==> src/hdl/stc_pkg.sv <==
// Notes on behaviour
// - sixteen-bit count in two byte registers, wraps
// - overflow sets sticky flag until software clears
// - overflow interrupt forwarded only when enabled
// - timer mode counts every 1, 2, 4 or 8 instruction cycles by prescale code
// - counter mode counts external rising edges only
// - timer-on bit cleared stops and holds count
// - capture/compare reset input clears the count
// - crystal enable forces both oscillator pins input
// - control bit 3 powers the crystal oscillator
// - timer mode ignores the synchronisation bit
// - control bits 7:6 ignore writes, read zero
// - counter mode synchronised unless bypass bit set
// - timer clock is oscillator frequency over four
// - control register clears on power-on reset
package stc_pkg;

    // register byte offsets
    localparam logic [7:0] OFS_COUNT_LO = 8'h00;
    localparam logic [7:0] OFS_COUNT_HI = 8'h04;
    localparam logic [7:0] OFS_FLAG = 8'h08;
    localparam logic [7:0] OFS_ENABLE = 8'h0C;
    localparam logic [7:0] OFS_CTRL = 8'h10;
    localparam logic [7:0] OFS_PINS = 8'h14;

    // field positions and control width
    localparam int OVF_BIT = 0;
    localparam int CTRL_W = 6;
    localparam int PIN_DIR_LSB = 0;
    localparam int PIN_LAT_LSB = 2;

    // reset values and count maximum
    localparam logic [5:0] CTRL_RESET = 6'h00;
    localparam logic [1:0] DIR_RESET = 2'h3;
    localparam logic [1:0] LAT_RESET = 2'h0;
    localparam logic [15:0] COUNT_RESET = 16'h0000;
    localparam logic [15:0] COUNT_MAX = 16'hFFFF;

    // timing: hclk is the instruction clock, oscillator over four
    localparam int CLK_PERIOD_NS = 20;
    localparam int OSC_PER_INSTR = 4;
    localparam int TIMER_TICK_CYCLES = OSC_PER_INSTR / 4;

    // AHB transfer type bit that marks NONSEQ or SEQ
    localparam int HTRANS_ACTIVE_BIT = 1;

    typedef struct packed {
        logic [1:0] presc;
        logic osc_en;
        logic sync_bypass;
        logic clk_src;
        logic on;
    } stc_ctrl_t;

endpackage

==> src/hdl/stc_sync2.sv <==
`timescale 1ns/1ns
module stc_sync2 (
    // clock and reset
    input wire logic clk,
    input wire logic rst_n,
    // level in and out
    input wire logic d,
    output logic q
);
    logic meta_r;

    always_ff @(posedge clk or negedge rst_n) begin
        if (!rst_n) begin
            meta_r <= 1'b0;
            q <= 1'b0;
        end else begin
            meta_r <= d;
            q <= meta_r;
        end
    end
endmodule

==> src/hdl/stc_prescale.sv <==
`timescale 1ns/1ns
module stc_prescale #(
    parameter int W = 3
) (
    // clock and reset
    input wire logic clk,
    input wire logic rst_n,
    // control
    input wire logic clear,
    input wire logic [1:0] sel,
    // ticks
    input wire logic tick_in,
    output logic tick_out
);
    logic [W-1:0] cnt_r;
    logic [W-1:0] mask;

    always_comb begin
        mask = W'((1 << sel) - 1);
        tick_out = tick_in && ((cnt_r & mask) == mask);
    end

    always_ff @(posedge clk or negedge rst_n) begin
        if (!rst_n) begin
            cnt_r <= '0;
        end else if (clear) begin
            cnt_r <= '0;
        end else if (tick_in) begin
            cnt_r <= cnt_r + W'(1);
        end
    end
endmodule

==> src/hdl/stc_top.sv <==
`timescale 1ns/1ns
module stc_top #(
    parameter int PRESC_W = 3
) (
    // AHB-Lite slave
    input wire logic hclk,
    input wire logic hresetn,
    input wire logic hsel,
    input wire logic [31:0] haddr,
    input wire logic [1:0] htrans,
    input wire logic hwrite,
    input wire logic [2:0] hsize,
    input wire logic [31:0] hwdata,
    input wire logic hready,
    output logic [31:0] hrdata,
    output logic hreadyout,
    output logic hresp,
    // capture/compare unit
    input wire logic capture_compare_reset,
    // oscillator input pin
    input wire logic osc_input_pin_in,
    output logic osc_input_pin_out,
    output logic osc_input_pin_oe,
    // oscillator output / external clock pin
    input wire logic osc_output_ext_clock_pin_in,
    output logic osc_output_ext_clock_pin_out,
    output logic osc_output_ext_clock_pin_oe,
    // crystal amplifier and interrupt
    output logic crystal_amp_enable,
    output logic irq
);
    stc_pkg::stc_ctrl_t ctrl_r;
    logic [15:0] count_r;
    logic overflow_flag_r;
    logic overflow_irq_enable_r;
    logic [1:0] port_direction_bits_r;
    logic [1:0] port_latch_r;

    logic [7:0] addr_r;
    logic wr_pend_r;
    logic rd_pend_r;
    logic [31:0] rd_val;
    logic acc;

    logic osc_in_s;
    logic ext_s;
    logic src;
    logic src_d_r;
    logic rise;
    logic raw_tick;
    logic pre_tick;
    logic sync_tick_r;
    logic inc;
    logic ovf_ev;
    logic w_lo;
    logic w_hi;
    logic w_cnt;
    logic w_flag;
    logic w_en;
    logic w_ctrl;
    logic w_pins;

    // bus access decode
    assign acc = hsel && htrans[stc_pkg::HTRANS_ACTIVE_BIT] && hready;
    assign w_lo = wr_pend_r && addr_r == stc_pkg::OFS_COUNT_LO;
    assign w_hi = wr_pend_r && addr_r == stc_pkg::OFS_COUNT_HI;
    assign w_cnt = w_lo || w_hi;
    assign w_flag = wr_pend_r && addr_r == stc_pkg::OFS_FLAG;
    assign w_en = wr_pend_r && addr_r == stc_pkg::OFS_ENABLE;
    assign w_ctrl = wr_pend_r && addr_r == stc_pkg::OFS_CTRL;
    assign w_pins = wr_pend_r && addr_r == stc_pkg::OFS_PINS;

    // only whole words are used, so hsize needs no decoding
    always_ff @(posedge hclk or negedge hresetn) begin
        if (!hresetn) begin
            addr_r <= 8'h00;
            wr_pend_r <= 1'b0;
            rd_pend_r <= 1'b0;
        end else begin
            wr_pend_r <= acc && hwrite;
            rd_pend_r <= acc && !hwrite;
            if (acc) begin
                addr_r <= haddr[7:0];
            end
        end
    end

    // one wait state on reads so a write just ahead is always seen
    always_ff @(posedge hclk or negedge hresetn) begin
        if (!hresetn) begin
            hreadyout <= 1'b1;
            hresp <= 1'b0;
        end else begin
            hreadyout <= !(acc && !hwrite);
            hresp <= 1'b0;
        end
    end

    always_comb begin
        rd_val = 32'h0000_0000;
        case (addr_r)
            stc_pkg::OFS_COUNT_LO: rd_val[7:0] = count_r[7:0];
            stc_pkg::OFS_COUNT_HI: rd_val[7:0] = count_r[15:8];
            stc_pkg::OFS_FLAG: rd_val[stc_pkg::OVF_BIT] = overflow_flag_r;
            stc_pkg::OFS_ENABLE: rd_val[stc_pkg::OVF_BIT] = overflow_irq_enable_r;
            stc_pkg::OFS_CTRL: rd_val[stc_pkg::CTRL_W-1:0] = ctrl_r;
            stc_pkg::OFS_PINS: rd_val[3:0] = {port_latch_r, port_direction_bits_r};
            default: rd_val = 32'h0000_0000;
        endcase
    end

    always_ff @(posedge hclk or negedge hresetn) begin
        if (!hresetn) begin
            hrdata <= 32'h0000_0000;
        end else if (rd_pend_r) begin
            hrdata <= rd_val;
        end
    end

    always_ff @(posedge hclk or negedge hresetn) begin
        if (!hresetn) begin
            ctrl_r <= stc_pkg::CTRL_RESET;
        end else if (w_ctrl) begin
            ctrl_r <= hwdata[stc_pkg::CTRL_W-1:0];
        end
    end

    always_ff @(posedge hclk or negedge hresetn) begin
        if (!hresetn) begin
            port_direction_bits_r <= stc_pkg::DIR_RESET;
            port_latch_r <= stc_pkg::LAT_RESET;
        end else if (w_pins) begin
            port_direction_bits_r <= hwdata[stc_pkg::PIN_DIR_LSB +: 2];
            port_latch_r <= hwdata[stc_pkg::PIN_LAT_LSB +: 2];
        end
    end

    // pins come from outside the clock domain
    stc_sync2 u_sync_osc (
        .clk(hclk),
        .rst_n(hresetn),
        .d(osc_input_pin_in),
        .q(osc_in_s)
    );

    stc_sync2 u_sync_ext (
        .clk(hclk),
        .rst_n(hresetn),
        .d(osc_output_ext_clock_pin_in),
        .q(ext_s)
    );

    // the crystal drives the input pin; otherwise the external clock pin
    assign src = ctrl_r.osc_en ? osc_in_s : ext_s;
    assign rise = src && !src_d_r;
    // timer mode ticks every instruction cycle
    assign raw_tick = ctrl_r.clk_src ? rise : 1'b1;

    always_ff @(posedge hclk or negedge hresetn) begin
        if (!hresetn) begin
            src_d_r <= 1'b0;
        end else begin
            src_d_r <= src;
        end
    end

    stc_prescale #(
        .W(PRESC_W)
    ) u_presc (
        .clk(hclk),
        .rst_n(hresetn),
        .clear(w_cnt),
        .sel(ctrl_r.presc),
        .tick_in(raw_tick && ctrl_r.on),
        .tick_out(pre_tick)
    );

    // synchronised path adds one hclk (instruction-clock) stage after the prescaler
    always_ff @(posedge hclk or negedge hresetn) begin
        if (!hresetn) begin
            sync_tick_r <= 1'b0;
        end else begin
            sync_tick_r <= pre_tick;
        end
    end

    assign inc = ctrl_r.on &&
        ((ctrl_r.clk_src && !ctrl_r.sync_bypass) ? sync_tick_r : pre_tick);
    assign ovf_ev = inc && count_r == stc_pkg::COUNT_MAX && !w_cnt && !capture_compare_reset;

    // a bus write to the count wins over the capture/compare reset
    always_ff @(posedge hclk or negedge hresetn) begin
        if (!hresetn) begin
            count_r <= stc_pkg::COUNT_RESET;
        end else if (w_cnt) begin
            if (w_lo) begin
                count_r[7:0] <= hwdata[7:0];
            end
            if (w_hi) begin
                count_r[15:8] <= hwdata[7:0];
            end
        end else if (capture_compare_reset) begin
            count_r <= stc_pkg::COUNT_RESET;
        end else if (inc) begin
            count_r <= count_r + 16'h0001;
        end
    end

    // sticky flag, set wins over clear
    always_ff @(posedge hclk or negedge hresetn) begin
        if (!hresetn) begin
            overflow_flag_r <= 1'b0;
        end else if (ovf_ev) begin
            overflow_flag_r <= 1'b1;
        end else if (w_flag && hwdata[stc_pkg::OVF_BIT]) begin
            overflow_flag_r <= 1'b0;
        end
    end

    always_ff @(posedge hclk or negedge hresetn) begin
        if (!hresetn) begin
            overflow_irq_enable_r <= 1'b0;
        end else if (w_en) begin
            overflow_irq_enable_r <= hwdata[stc_pkg::OVF_BIT];
        end
    end

    always_ff @(posedge hclk or negedge hresetn) begin
        if (!hresetn) begin
            irq <= 1'b0;
        end else begin
            irq <= overflow_flag_r && overflow_irq_enable_r;
        end
    end

    always_ff @(posedge hclk or negedge hresetn) begin
        if (!hresetn) begin
            osc_input_pin_oe <= 1'b0;
            osc_output_ext_clock_pin_oe <= 1'b0;
            osc_input_pin_out <= 1'b0;
            osc_output_ext_clock_pin_out <= 1'b0;
        end else begin
            // crystal forces both pins to inputs
            osc_input_pin_oe <= !ctrl_r.osc_en && !port_direction_bits_r[0];
            osc_output_ext_clock_pin_oe <= !ctrl_r.osc_en && !port_direction_bits_r[1];
            osc_input_pin_out <= port_latch_r[0];
            osc_output_ext_clock_pin_out <= port_latch_r[1];
        end
    end

    // amplifier and feedback off when disabled
    always_ff @(posedge hclk or negedge hresetn) begin
        if (!hresetn) begin
            crystal_amp_enable <= 1'b0;
        end else begin
            crystal_amp_enable <= ctrl_r.osc_en;
        end
    end
endmodule

==> config.mk <==
export PLATFORM = sky130hd
export DESIGN_NAME = stc_top
export DESIGN_NICKNAME = d
export VERILOG_FILES = /design/src/hdl/stc_pkg.sv /design/src/hdl/stc_sync2.sv /design/src/hdl/stc_prescale.sv /design/src/hdl/stc_top.sv
export SDC_FILE = /design/constraint.sdc
export NUM_CORES = 1
export LEC_CHECK = 0
export BUFFER_PORTS_ARGS = -buffer_cell sky130_fd_sc_hd__buf_2
export CAP_MARGIN = 25
export CORE_MARGIN = 3
export CORE_UTILIZATION = 45
export CTS_CLUSTER_SIZE = 16
export DETAILED_ROUTE_END_ITERATION = 8
export PLACE_DENSITY_LB_ADDON = 0.12
export SETUP_SLACK_MARGIN = 0.05
export SLEW_MARGIN = 20
export SYNTH_ARGS = -nofsm -noshare
export SYNTH_HDL_FRONTEND = slang
export SYNTH_SLANG_ARGS = --single-unit
==> constraint.sdc <==
create_clock -name hclk -period 2.2 [get_ports hclk]
set_input_delay 0 -clock hclk [delete_from_list [all_inputs] [get_ports hclk]]
set_output_delay 0 -clock hclk [all_outputs]
set_load 0.1 [all_outputs]
* Word-level counts from Yosys, hierarchy flattened
Index checks and enable logic that the tools add are counted.
** Word-level totals
- Memory bits (writable) :: 0
- Bits in read-only memories :: 0
- Word-level logic and storage cells :: 97
- Output and inout port bits :: 40
- Memories kept :: 0
- Bits in latches :: 0
- Input port bits :: 77
- Bits in registers :: 62
** Cells by class
- Add/subtract/negate cells :: 3
- Magnitude comparators :: 0
- Reductions and logical operators :: 38
- Bitwise operators :: 1
- Equality and inequality tests :: 9
- Shifts and indexed selects :: 1
- Multipliers :: 0
- Div/mod/pow operators :: 0
- Muxes and demuxes :: 16
** Operators by type and width (number)
- 2-to-1 mux 16 bit :: 3
- logical AND 1 bit :: 22
- adder 16 x 1 -> 16 bit (second input constant) :: 1
- == test 16 bit (second input constant) :: 1
- == test 8 x 4 -> 1 bit (second input constant) :: 2
- == test 8 x 5 -> 1 bit (second input constant) :: 2
- 2-to-1 mux 8 bit :: 2
- case mux 3 bit (4 select lines) :: 1
- zero test 1 bit :: 9
- == test 8 x 3 -> 1 bit (second input constant) :: 1
- zero test 8 bit :: 1
- 2-to-1 mux 3 bit :: 2
- case mux 1 bit (6 select lines) :: 1
- case mux 2 bit (3 select lines) :: 1
- 2-to-1 mux 1 bit :: 5
- != test 2 bit (second input constant) :: 2
- case mux 2 bit (2 select lines) :: 1
- AND reduction 2 bit :: 2
- nonzero test 2 bit :: 2
- adder 3 x 1 -> 3 bit (second input constant) :: 1
- bitwise AND 3 bit :: 1
- == test 3 bit :: 1
- nonzero test 3 bit :: 1
- << shifter 1 x 2 -> 3 bit (first input constant) :: 1
- 2 further kinds :: 2

* Logic depth before layout (Yosys ltp)
Gate-level depths: netlist (run 1).
- Depth after elaboration :: 11
- Gate-level depth with buffers :: 7
- Gate-level depth less buffers :: 6

* Cells and area by module
A second synthesis (run 1) with hierarchy kept.
** Second synthesis, totals
- Cells, all modules :: 307
- Area total of the unflattened synthesis :: 3295.7 um2
** By module, submodules not included
- stc_top :: times used 1, area an instance 3031.7 um2, sequential area each 1380.1 um2, cells an instance 287
- stc_prescale :: times used 1, area an instance 163.9 um2, sequential area each 75.1 um2, cells an instance 16
- stc_sync2 :: times used 2, area an instance 50.0 um2, sequential area each 50.0 um2, cells an instance 2

* Worst setup path after synthesis (run 1)
Ideal clock, no wire load.
- Path type :: register to register
- Start :: reg addr_r[7]
- End :: reg ctrl_r[0] (netlist name)
- Required time :: 2.075 ns
- Path buffers :: 2
- Clock period less this slack :: 2.042 ns
- Stages on the path, launching flop included :: 8
- Library setup time :: 0.125 ns
- Path slack :: 0.158 ns
- Arrival time :: 1.917 ns
- Cell sequence :: dfrtp_1 or4_4 nor2_2 and3_1 buf_2 and2_1 buf_2 mux2_2
** On the way
- Word-level cells in the longest chain between the ends :: 2
** Ends and longest elaborated chain
- start: declaration :: line stc_top.sv:39 : logic [7:0] addr_r;
- start signal: assignment :: line stc_top.sv:83 : addr_r <= haddr[7:0];
- == test 8 x 5 -> 1 bit :: line stc_top.sv:70 : assign w_ctrl = wr_pend_r && addr_r == stc_pkg::OFS_CTRL;
- logical AND 1 bit :: line stc_top.sv:70
- end signal: assignment :: line stc_top.sv:122 : ctrl_r <= stc_pkg::CTRL_RESET;
- end signal: assignment :: line stc_top.sv:124 : ctrl_r <= hwdata[stc_pkg::CTRL_W-1:0];
- end: declaration :: line stc_top.sv:32 : stc_pkg::stc_ctrl_t ctrl_r;
No other way between the ends.
A chain may end at the register's enable or synchronous reset.

* Worst setup path after layout (run 1)
- Start :: reg addr_r[7]
- End :: reg hrdata[5]
** On the way
- Word-level cells in the longest chain between the ends :: 2
- Elaborated cells on any way between the ends :: 4
- Classes of those cells :: 2 x eq/ne; 1 x mux; 1 x reduce/logical
** Ends and longest elaborated chain
- == test 8 x 5 -> 1 bit (tied with other cells) :: line stc_top.sv:101 : case (addr_r)
- case mux 2 bit (3 select lines) * :: line stc_top.sv:101
- end signal: assignment :: line stc_top.sv:116 : hrdata <= rd_val;
- end: declaration :: line stc_top.sv:15 : output logic [31:0] hrdata,
Mark *: on every way between the ends. The rest lies on a longest branch, timed or not.

==> impl_metrics.py, run 1 <==
metrics = {
    "outcome": {
        "outcome": "finished clean",
    },
    "placement": {
        "dpl_cell_area_um2": 3580,
        "dp_slack_ns": 0.0116,
        "port_buffers": 39,
        "dp_cells": 456,
        "hpwl_mm": 5.51,
        "gp_congestion": 0.945,
    },
    "detailed_routing": {
        "finalWirelength_mm": 7.45,
        "vias": 2560,
        "wl_per_cell_um": 15.0,
        "drtPass1Iterations": 4,
        "vias_per_cell": 5.15,
        "drc": 0,
        "drt-initial-drc-count": 232,
        "ant_nets": 0,
    },
    "critical_path": {
        "crit_type": "register to register",
        "critPathBufInv": 2,
        "required_ns": 2.46,
        "reg2reg_from": "addr_r[7]$_DFFE_PN0P_",
        "ff2ff_setup_slack_ns": 0.03,
        "worst-path-max-fanout": 4,
        "r2r_end": "hrdata[5]$_DFFE_PN0P_",
        "start_kind": "register",
        "cpMaxStageDelayCell": "or4_4",
        "reg2reg_depth": 7,
        "critical_path.max_stage_delay_ns": 0.56,
        "cp-end-kind": "register",
        "arrival_ns": 2.43,
        "critical_path.top_delay_family": "simple AND/OR/NAND/NOR gates",
        "cp_cell_sequence": "or4_4 > buf_6 > or2_4 > nor4b_4 > buf_4 > a22oi_1 > a31oi_1",
    },
    "sta": {
        "finalClockSkew_ns": 0.00831,
        "post-route-period-util": 0.987,
        "finalCriticalPeriod_ns": 2.17,
        "setup_viol": 0,
        "fmax_mhz": 460,
        "timing.hold.ws_ns": 0.157,
        "relSlewSlack": 0.644,
        "rsz0062_at_grt": "yes",
        "tightestPinTransition_ns": 0.534,
        "hold_viol": 0,
        "report.final.slew_viol_count": 0,
        "worst_slack_ns": 0.0283,
    },
    "yosys": {
        "avgSynthCellArea_um2": 10.4,
        "netlist_instances": 310,
        "ys.warnings.count": 0,
        "ys.flop_type": "dfrtp_1",
        "ys_types": 55,
        "async_flop_share": 1.00,
        "netlist_area_um2": 3220,
        "ys_ff_latch": 62,
        "ys_seq_area_frac": 0.483,
        "synth_edf_count": 0,
    },
    "global_routing": {
        "grt_start_max_net_pins": 24,
        "grt_pass1_vias": 2470,
        "gr-usage-all-layers": 0.194,
        "grt_pass1_wl_mm": 12.6,
        "grt_overflow": 0,
        "antenna_found_initial": 0,
    },
    "clock_network": {
        "clock_path_buffers": 2,
        "cts_buffers": 9,
        "cts_tree": "built",
        "cts_max_level": 3,
        "clk_pin_slew_ns": 0.07,
        "cts-root-buf": "clkbuf_8",
        "clock-sinks": 62,
        "clock_latency_ns": 0.34,
    },
    "power_and_ir_drop": {
        "ir_drop_v": 0.000477,
        "power-per-cell-area_nw_per_um2": 772,
        "leakagePower_nw": 1.83,
    },
    "cells_and_area": {
        "layout_commonest_cell": "dfrtp_1",
        "mostFrequentLayoutCells": "dfrtp_1 (59), buf_2 (39), nor2_1 (27), nand2_1 (27), conb_1 (25)",
        "final_core_utilization": 0.593,
        "drive_gt1_frac": 0.314,
        "syn_to_final_growth_pct": 26.5,
        "nNetsFinal": 475,
        "final_area_um2": 4080,
        "n_fill_cell": 615,
        "diodes": 0,
        "instances_no_fill": 497,
    },
    "die": {
        "die_h_um": 90.6,
        "boundaryPins": 117,
        "die_w_um": 90.6,
        "dieArea_um2": 8210,
        "start_util": 0.469,
        "coreArea_um2": 6870,
        "rows": 30,
    },
    "hold_path": {
        "hold_class": "primary input to asynchronous set/reset pin",
    },
    "job": {
        "maxCapViolCount": 0,
    },
}
per-stage QoR:
step                      TNS [ns]  total power, mW
after global placement           0             2.11
after global routing        -0.299             3.28
after detailed placement         0             2.12
final                            0             3.15
after CTS                        0             3.17
after floorplan                  0             1.98
power by group:
part / internal [mW] / switching, mW
Clock: 0.549 / 0.458
Combinational: 0.199 / 0.616
Sequential: 1.24 / 0.0832
Total: 1.99 / 1.16
area by class of cell:
| type | instances | area, um2 | area share |
|---|---|---|---|
| flip-flops and latches | 62 | 1560 | 0.382 |
| repair buffers | 90 | 671 | 0.165 |
| clock buffers | 10 | 138 | 0.0338 |
| multi-input cells | 223 | 1490 | 0.366 |
| well taps | 96 | 120 | 0.0295 |
| inverters | 10 | 37.5 | 0.00921 |
| clock inverters | 6 | 61.3 | 0.0150 |
how the worst max path moves through the flow:
stage	startpoint	end	slack [ns]	depth (start not counted)
final	addr_r[7]$_DFFE_PN0P_	hrdata[5]$_DFFE_PN0P_	0.03	7
after global routing	addr_r[7]$_DFFE_PN0P_	hrdata[5]$_DFFE_PN0P_	-0.06	7
after CTS	addr_r[7]$_DFFE_PN0P_	hrdata[5]$_DFFE_PN0P_	0.02	7
after detailed placement	addr_r[7]$_DFFE_PN0P_	count_r[9]$_DFFE_PN0P_	0.01	8
after global placement	addr_r[7]$_DFFE_PN0P_	count_r[15]$_DFFE_PN0P_	0.05	7
after floorplan	addr_r[7]$_DFFE_PN0P_	ctrl_r[0]$_DFFE_PN0P_	0.16	7
synthesized netlist by cell type, types with 2 or more instances:
master / count / area [um2]
inv_1: 10 / 37.5
a21oi_1: 8 / 40.0
nand3_1: 12 / 60.1
a22oi_1: 7 / 52.6
nor2_1: 27 / 101
and2_1: 4 / 25.0
mux2_2: 19 / 214
dfrtp_1: 59 / 1480
o21ai_0: 15 / 75.1
a31oi_1: 12 / 75.1
nor2b_1: 3 / 18.8
o211ai_1: 7 / 52.6
nand4_1: 5 / 31.3
clkbuf_1: 3 / 11.3
o21ai_1: 2 / 10.0
ha_1: 2 / 25.0
o311ai_1: 4 / 35.0
buf_4: 29 / 218
o31a_1: 4 / 35.0
buf_1: 3 / 11.3
nand2_1: 28 / 105
mux2i_1: 2 / 20.0
dfstp_2: 3 / 78.8
buf_2: 3 / 15.0
a222oi_1: 2 / 20.0
nand2b_1: 2 / 12.5
and3_1: 7 / 43.8
registers in the layout (all words and copies together), names as in the netlist, 2 cells and up:
register,count
port_latch_r,2
addr_r,8
ctrl_r,6
hrdata,8
u_presc.cnt_r,3
port_direction_bits_r,2
count_r,16
timing repair:
action | in CTS | in global routing
buffers inserted | 0 | 4
hold buffers | 21 | 0
gates resized for setup | 2 | 14
endpoints found under the hold margin | 54 | 0
setup endpoints to repair | 14 | 32
pin swaps | 1 | 9
layer usage:
layer  global-route usage  routed length (um)  vias up  part of all wire
met3               0.0383                 277        7             0.037
li1                     -                   -     1249                 -
met5                    0                   0        -                 0
met4               0.0842                  80        0             0.011
met1                0.263                3430     1251              0.46
met2                0.300                3660       53              0.49
logic make-up (layout without fill, tap and decap cells):
kind of cell / Yosys count / after routing / synth area share
fa+ha+maj: 2 / 2 / 0.00777
mux: 23 / 23 / 0.0843
compound gates: 69 / 69 / 0.155
other cells: 1 / 25 / 0.00116
simple gates: 102 / 102 / 0.170
buf+inv: 49 / 116 / 0.0944
flops: 62 / 62 / 0.483
xor+xnor: 2 / 2 / 0.00544
Note: power is estimated with default switching activity, not from simulation.
==> run 2, diff against run 1 <==
- SYNTH_HIERARCHICAL: unset -> 1
==> run 2 against run 1 <==
First-iteration DRC count down 19%. Synthesized cell count shrank 0.97%. Clock skew down 0.0034 ns. Combinational power is 17% lower. Hold slack got worse by 0.13 ns. Routed wire length up 6.3%.
==> impl_metrics.py, run 2 <==
metrics = {
    "cells_and_area": {
        "largestRegisters": "count_r (16), addr_r (8), hrdata (8)",
        "final_area_um2": 4190,
        "diodes": 0,
        "syn_to_final_growth_pct": 27.0,
        "mostFrequentLayoutCells": "dfrtp_1 (59), buf_2 (39), conb_1 (25)",
        "layout_commonest_cell": "dfrtp_1",
        "drive_gt1_frac": 0.354,
        "largest_register_ffs": 16,
        "nNetsFinal": 469,
        "largest_register": "count_r",
        "instances_no_fill": 491,
    },
    "global_routing": {
        "grt_overflow": 0,
        "grt_start_max_net_pins": 63,
        "grt_pass1_vias": 2478,
        "grt_pass1_wl_mm": 12.8,
        "gr-usage-all-layers": 0.197,
        "antenna_found_initial": 0,
    },
    "clock_network": {
        "clock-sinks": 62,
        "cts_buffers": 9,
        "cts_tree": "built",
        "cts_max_level": 3,
        "cts-root-buf": "clkbuf_8",
        "clock_path_buffers": 2,
        "clock_latency_ns": 0.34,
        "clk_pin_slew_ns": 0.07,
    },
    "die": {
        "die_h_um": 91.6,
        "coreArea_um2": 6940,
        "die_w_um": 91.6,
        "boundaryPins": 117,
        "start_util": 0.475,
        "rows": 30,
        "dieArea_um2": 8390,
    },
    "power_and_ir_drop": {
        "leakagePower_nw": 1.89,
        "power_frac_clock": 0.333,
        "ir_drop_v": 0.000301,
        "p_switching_mw": 1.00,
        "power-per-cell-area_nw_per_um2": 708,
        "power_frac_seq": 0.439,
        "combPwrFrac": 0.228,
        "switching_share": 0.338,
        "p_int_mw": 1.96,
    },
    "yosys": {
        "ys.flop_type": "dfrtp_1",
        "synth_edf_count": 0,
        "ys.warnings.count": 6,
        "netlist_instances": 307,
        "netlist_area_um2": 3300,
        "synthTopCellsByArea": "dfrtp_1 (45%), mux2_2 (7.9%), buf_4 (5.9%), mux4_2 (2.7%), nand2_1 (2.7%)",
        "synth_top_area_share": 0.448,
        "ys_ff_latch": 62,
        "yosys.area.top_type": "dfrtp_1",
        "avgSynthCellArea_um2": 10.7,
        "async_flop_share": 1.00,
        "ys_seq_area_frac": 0.472,
        "synth_common_cells": "dfrtp_1 (59), buf_4 (26), nand2_1 (24)",
        "yosysMostFrequentCell": "dfrtp_1",
        "ys_types": 61,
    },
    "sta": {
        "setup_viol": 0,
        "fmax_mhz": 458,
        "hold_viol": 0,
        "rsz0062_at_grt": "yes",
        "post-route-period-util": 0.993,
        "worst_slack_ns": 0.0158,
        "finalCriticalPeriod_ns": 2.18,
        "report.final.slew_viol_count": 0,
        "relSlewSlack": 0.489,
        "finalClockSkew_ns": 0.00491,
        "tightestPinTransition_ns": 0.766,
    },
    "critical_path": {
        "crit_type": "register to register",
        "r2r_end": "count_r[0]$_DFFE_PN0P_",
        "arrival_ns": 2.39,
        "ff2ff_setup_slack_ns": 0.02,
        "cp-end-kind": "register",
        "start_kind": "register",
        "reg2reg_from": "ctrl_r[3]$_DFFE_PN0P_",
        "required_ns": 2.41,
        "worst-path-max-fanout": 6,
        "reg2reg_depth": 10,
    },
    "detailed_routing": {
        "drt-initial-drc-count": 187,
        "drtPass1Iterations": 6,
        "wl_per_cell_um": 16.1,
        "drc": 0,
        "finalWirelength_mm": 7.91,
        "vias": 2655,
        "vias_per_cell": 5.41,
        "ant_nets": 0,
    },
    "placement": {
        "port_buffers": 39,
        "dpl_cell_area_um2": 3660,
        "gp_congestion": 0.848,
        "dp_cells": 456,
        "dp_slack_ns": -0.0800,
        "hpwl_mm": 5.50,
    },
    "hold_path": {
        "min_to": "ctrl_r[2]$_DFFE_PN0P_",
        "whs_path_depth": 2,
        "hold_start": "hwdata[2]",
        "hold_class": "primary input to register",
    },
    "outcome": {
        "outcome": "finished clean",
    },
    "job": {
        "maxCapViolCount": 0,
    },
}
-- run 2: cell type report --
cell class,count,area (um2)
Fill cell,595,2760
Multi-Input combinational cell,219,1660
Sequential cell,62,1560
Timing Repair Buffer,83,598
Clock buffer,12,145
Tap cell,96,120
Inverter,15,56.3
Clock inverter,4,47.5
-- run 2: per-layer routing --
metal | track usage | share of wire | vias up
li1 | - | - | 1238
met1 | 0.280 | 0.45 | 1280
met2 | 0.291 | 0.45 | 125
met3 | 0.0464 | 0.081 | 12
met4 | 0.0779 | 0.015 | 0
met5 | 0 | 0 | -
-- run 2: repair_timing --
| item | in CTS | in global routing |
|---|---|---|
| pin swaps | 1 | 12 |
| buffers inserted | 0 | 2 |
| hold buffers | 17 | 1 |
| hold endpoints to repair | 78 | 1 |
| endpoints found under the setup margin | 5 | 14 |
| gates resized for setup | 6 | 24 |
-- run 2: kinds of logic (layout without fill, tap and decap cells) --
group,Yosys count,in the layout,share of synthesized area
simple gates,89,89,0.155
compound gates,68,68,0.146
flops,62,62,0.472
buf+inv,50,114,0.0881
mux,32,32,0.122
xor+xnor,3,3,0.00797
fa+ha+maj,2,2,0.00759
other cells,1,25,0.00114
-- run 2: power by group through the flow --
stage               Clock [mW]  Combinational (mW)  Sequential (mW)
floorplan                    0               0.432             1.41
global placement             0               0.628             1.32
detailed placement           0               0.634             1.32
CTS                       1.01               0.665             1.30
global route              1.06               0.721             1.32
finish                   0.987               0.677             1.30
-- run 2: per-stage QoR --
| step | total power [mW] | hold slack, ns | utilization | setup TNS (ns) |
|---|---|---|---|---|
| 2_1_floorplan | 1.84 | -0.296 | - | 0 |
| 3_3_place_gp | 1.95 | 0.109 | 0.527 | -0.0393 |
| 3_5_place_dp | 1.95 | 0.111 | 0.527 | -0.0800 |
| 4_1_cts | 2.97 | 0.00647 | 0.585 | 0 |
| 5_1_grt | 3.10 | 0.00927 | 0.603 | -0.186 |
| 6_report | 2.96 | 0.0228 | 0.603 | 0 |
-- run 2: worst max path at each step --
stage | start | endpoint | slack (ns) | depth (start not counted)
2_1_floorplan | ctrl_r[3]$_DFFE_PN0P_ | count_r[15]$_DFFE_PN0P_ | 0.07 | 9
3_3_place_gp | ctrl_r[3]$_DFFE_PN0P_ | count_r[5]$_DFFE_PN0P_ | -0.04 | 10
3_5_place_dp | ctrl_r[3]$_DFFE_PN0P_ | count_r[5]$_DFFE_PN0P_ | -0.08 | 10
4_1_cts | ctrl_r[3]$_DFFE_PN0P_ | count_r[15]$_DFFE_PN0P_ | 0.06 | 9
5_1_grt | ctrl_r[3]$_DFFE_PN0P_ | count_r[0]$_DFFE_PN0P_ | -0.06 | 10
6_report | ctrl_r[3]$_DFFE_PN0P_ | count_r[0]$_DFFE_PN0P_ | 0.02 | 10
-- run 2: critical path, cell delays in order, from the launching register on --
cell and delay (ns):
dfrtp_1 0.39, mux2_4 0.22, nand2b_4 0.06, a21boi_2 0.17, inv_1 0.08, a221oi_4 0.30, a31oi_4 0.21, a22oi_4 0.25
buf_12 0.15, nand2b_4 0.12, o311ai_2 0.09
==> run 3, diff against run 2 <==
- CORE_ASPECT_RATIO: unset -> 0.6
- CORE_MARGIN: 3 -> unset
- SKIP_CTS_REPAIR_TIMING: unset -> 1
==> run 3 against run 2 <==
The run now ends with hold timing left. Routed wire length increased by 7.8%. Clock skew increased by 0.0020 ns. Sequential power is essentially flat. Sequential cell count stayed put. Global-route usage increased by 4.6 points. Fmax is 4.3% higher. Sequential share of layout area is 0.28 points higher. Clock power rose by 39%. Critical path type unchanged. Largest cell class unchanged.
==> impl_metrics.py, run 3 (synthesis gave the netlist of run 2 again) <==
metrics = {
    "power_and_ir_drop": {
        "finalPower_mw": 3.35,
        "ir_drop_v": 0.000517,
        "power-per-cell-area_nw_per_um2": 807,
        "leakagePower_nw": 1.87,
    },
    "sta": {
        "relSlewSlack": 0.658,
        "setup_viol": 0,
        "finalCriticalPeriod_ns": 2.09,
        "post-route-period-util": 0.952,
        "fmax_mhz": 477,
        "report.final.slew_viol_count": 0,
        "timing.setup.tns_ns": 0,
        "hold_viol": 1,
        "finalClockSkew_ns": 0.00688,
        "timing.hold.ws_ns": -0.00645,
        "rsz0062_at_grt": "yes",
        "tightestPinTransition_ns": 0.504,
    },
    "critical_path": {
        "cp-end-kind": "register",
        "worst-path-max-fanout": 6,
        "crit_type": "register to register",
        "required_ns": 2.46,
        "start_kind": "register",
        "arrival_ns": 2.35,
    },
    "hold_path": {
        "hold_class": "primary input to register",
    },
    "detailed_routing": {
        "ant_nets": 0,
        "finalWirelength_mm": 8.53,
        "vias_per_cell": 5.59,
        "drtPass1Iterations": 4,
        "wl_per_cell_um": 18.0,
        "drt-initial-drc-count": 252,
        "drc": 0,
        "vias": 2653,
    },
    "clock_network": {
        "clk_pin_slew_ns": 0.05,
        "clock-sinks": 62,
        "cts_buffers": 9,
        "cts_tree": "built",
        "cts-root-buf": "clkbuf_16",
        "cts_max_level": 3,
        "clock_latency_ns": 0.33,
        "clock_path_buffers": 2,
    },
    "cells_and_area": {
        "largest_register_ffs": 16,
        "multi_input_area_um2": 1610,
        "largest_register": "count_r",
        "final_core_utilization": 0.604,
        "drive_gt1_frac": 0.351,
        "regArea_um2": 1560,
        "n_fill_cell": 585,
        "diodes": 0,
        "nNetsFinal": 462,
        "layout_commonest_cell": "dfrtp_1",
        "mostFrequentLayoutCells": "dfrtp_1 (59), buf_2 (39), conb_1 (25)",
        "syn_to_final_growth_pct": 26.0,
        "largestRegisters": "count_r (16), addr_r (8), hrdata (8)",
    },
    "outcome": {
        "outcome": "finished, violations left",
        "violations": "hold timing",
    },
    "die": {
        "coreArea_um2": 6880,
        "die_w_um": 112,
        "dieArea_um2": 7680,
        "rows": 23,
        "start_util": 0.479,
        "boundaryPins": 117,
        "die_h_um": 68.3,
    },
    "global_routing": {
        "grt_pass1_wl_mm": 13.7,
        "grt_start_max_net_pins": 24,
        "grt_pass1_vias": 2604,
        "gr-usage-all-layers": 0.244,
        "grt_overflow": 0,
        "antenna_found_initial": 0,
    },
    "placement": {
        "port_buffers": 39,
        "hpwl_mm": 6.06,
        "gp_congestion": 0.881,
    },
    "job": {
        "maxCapViolCount": 0,
    },
}
[run 3: cell count changes in the layout (fill, tap and decap cells not counted), sizes merged]
cell         before  now
clkinvlp          1    2
dlygate4sd3      18   14
clkinv            2    4
buf              65   62
clkbuf           12    9
[run 3: path summary, 6_finish.rpt]
check / from / slack (ns) / endpoint / depth (start not counted)
setup / recovery: ctrl_r[3]$_DFFE_PN0P_ / 0.11 / count_r[1]$_DFFE_PN0P_ / 11
hold / removal: hwdata[1] / -0.006 / ctrl_r[1]$_DFFE_PN0P_ / 2
setup reg to reg: ctrl_r[3]$_DFFE_PN0P_ / 0.11 / count_r[1]$_DFFE_PN0P_ / 11
hold reg to reg: u_sync_ext/meta_r$_DFF_PN0_ / 0.34 / u_sync_ext/q$_DFF_PN0_ / 0
max in group asynchronous: hresetn / 1.29 / port_direction_bits_r[1]$_DFFE_PN1P_ / 3
min in group asynchronous: hresetn / 0.17 / count_r[3]$_DFFE_PN0P_ / 2
[run 3: critical path, cell delays in order (launching register included)]
cell and delay [ns]:
dfrtp_1 0.39, mux2_4 0.23, nand2b_4 0.05, a21boi_2 0.19, inv_2 0.07, a221oi_4 0.23, a31oi_1 0.14, buf_4 0.19
a22oi_4 0.24, buf_6 0.16, nor2_4 0.03, a21oi_2 0.10
[run 3: final cells by class]
class | instances | area share
clock buffers | 9 | 0.0542
clock inverters | 7 | 0.0157
inverters | 15 | 0.0136
multi-input cells | 219 | 0.387
flip-flops and latches | 62 | 0.374
well taps | 87 | 0.0262
repair buffers | 76 | 0.129
[run 3: where the power goes]
part	leakage, nW	internal (mW)	switching (mW)	total (mW)
registers	0.799	1.22	0.0944	1.31
logic	0.931	0.191	0.481	0.673
clock network	0.141	0.866	0.501	1.37
total	1.87	2.28	1.08	3.35
[run 3: routing by layer]
layer	vias to the layer above	share of wire	wire length [um]	track usage
li1	1225	-	-	-
met1	1333	0.49	4180	0.339
met2	84	0.43	3680	0.370
met3	11	0.062	530	0.0655
met4	0	0.016	135	0.0833
met5	-	0	0	0
[run 3: per-stage QoR]
step | cells | cell area (um2) | setup WS (ns) | hold WS [ns]
6_report | 475 | 4150 | 0.105 | -0.00645
5_1_grt | 475 | 4150 | -0.0315 | 0.00554
4_1_cts | 459 | 3940 | 0.0107 | -0.354
3_5_place_dp | 443 | 3640 | 0.0228 | 0.000558
3_3_place_gp | 443 | 3640 | 0.0466 | -0.00500
2_1_floorplan | 331 | 3390 | 0.0673 | -0.296
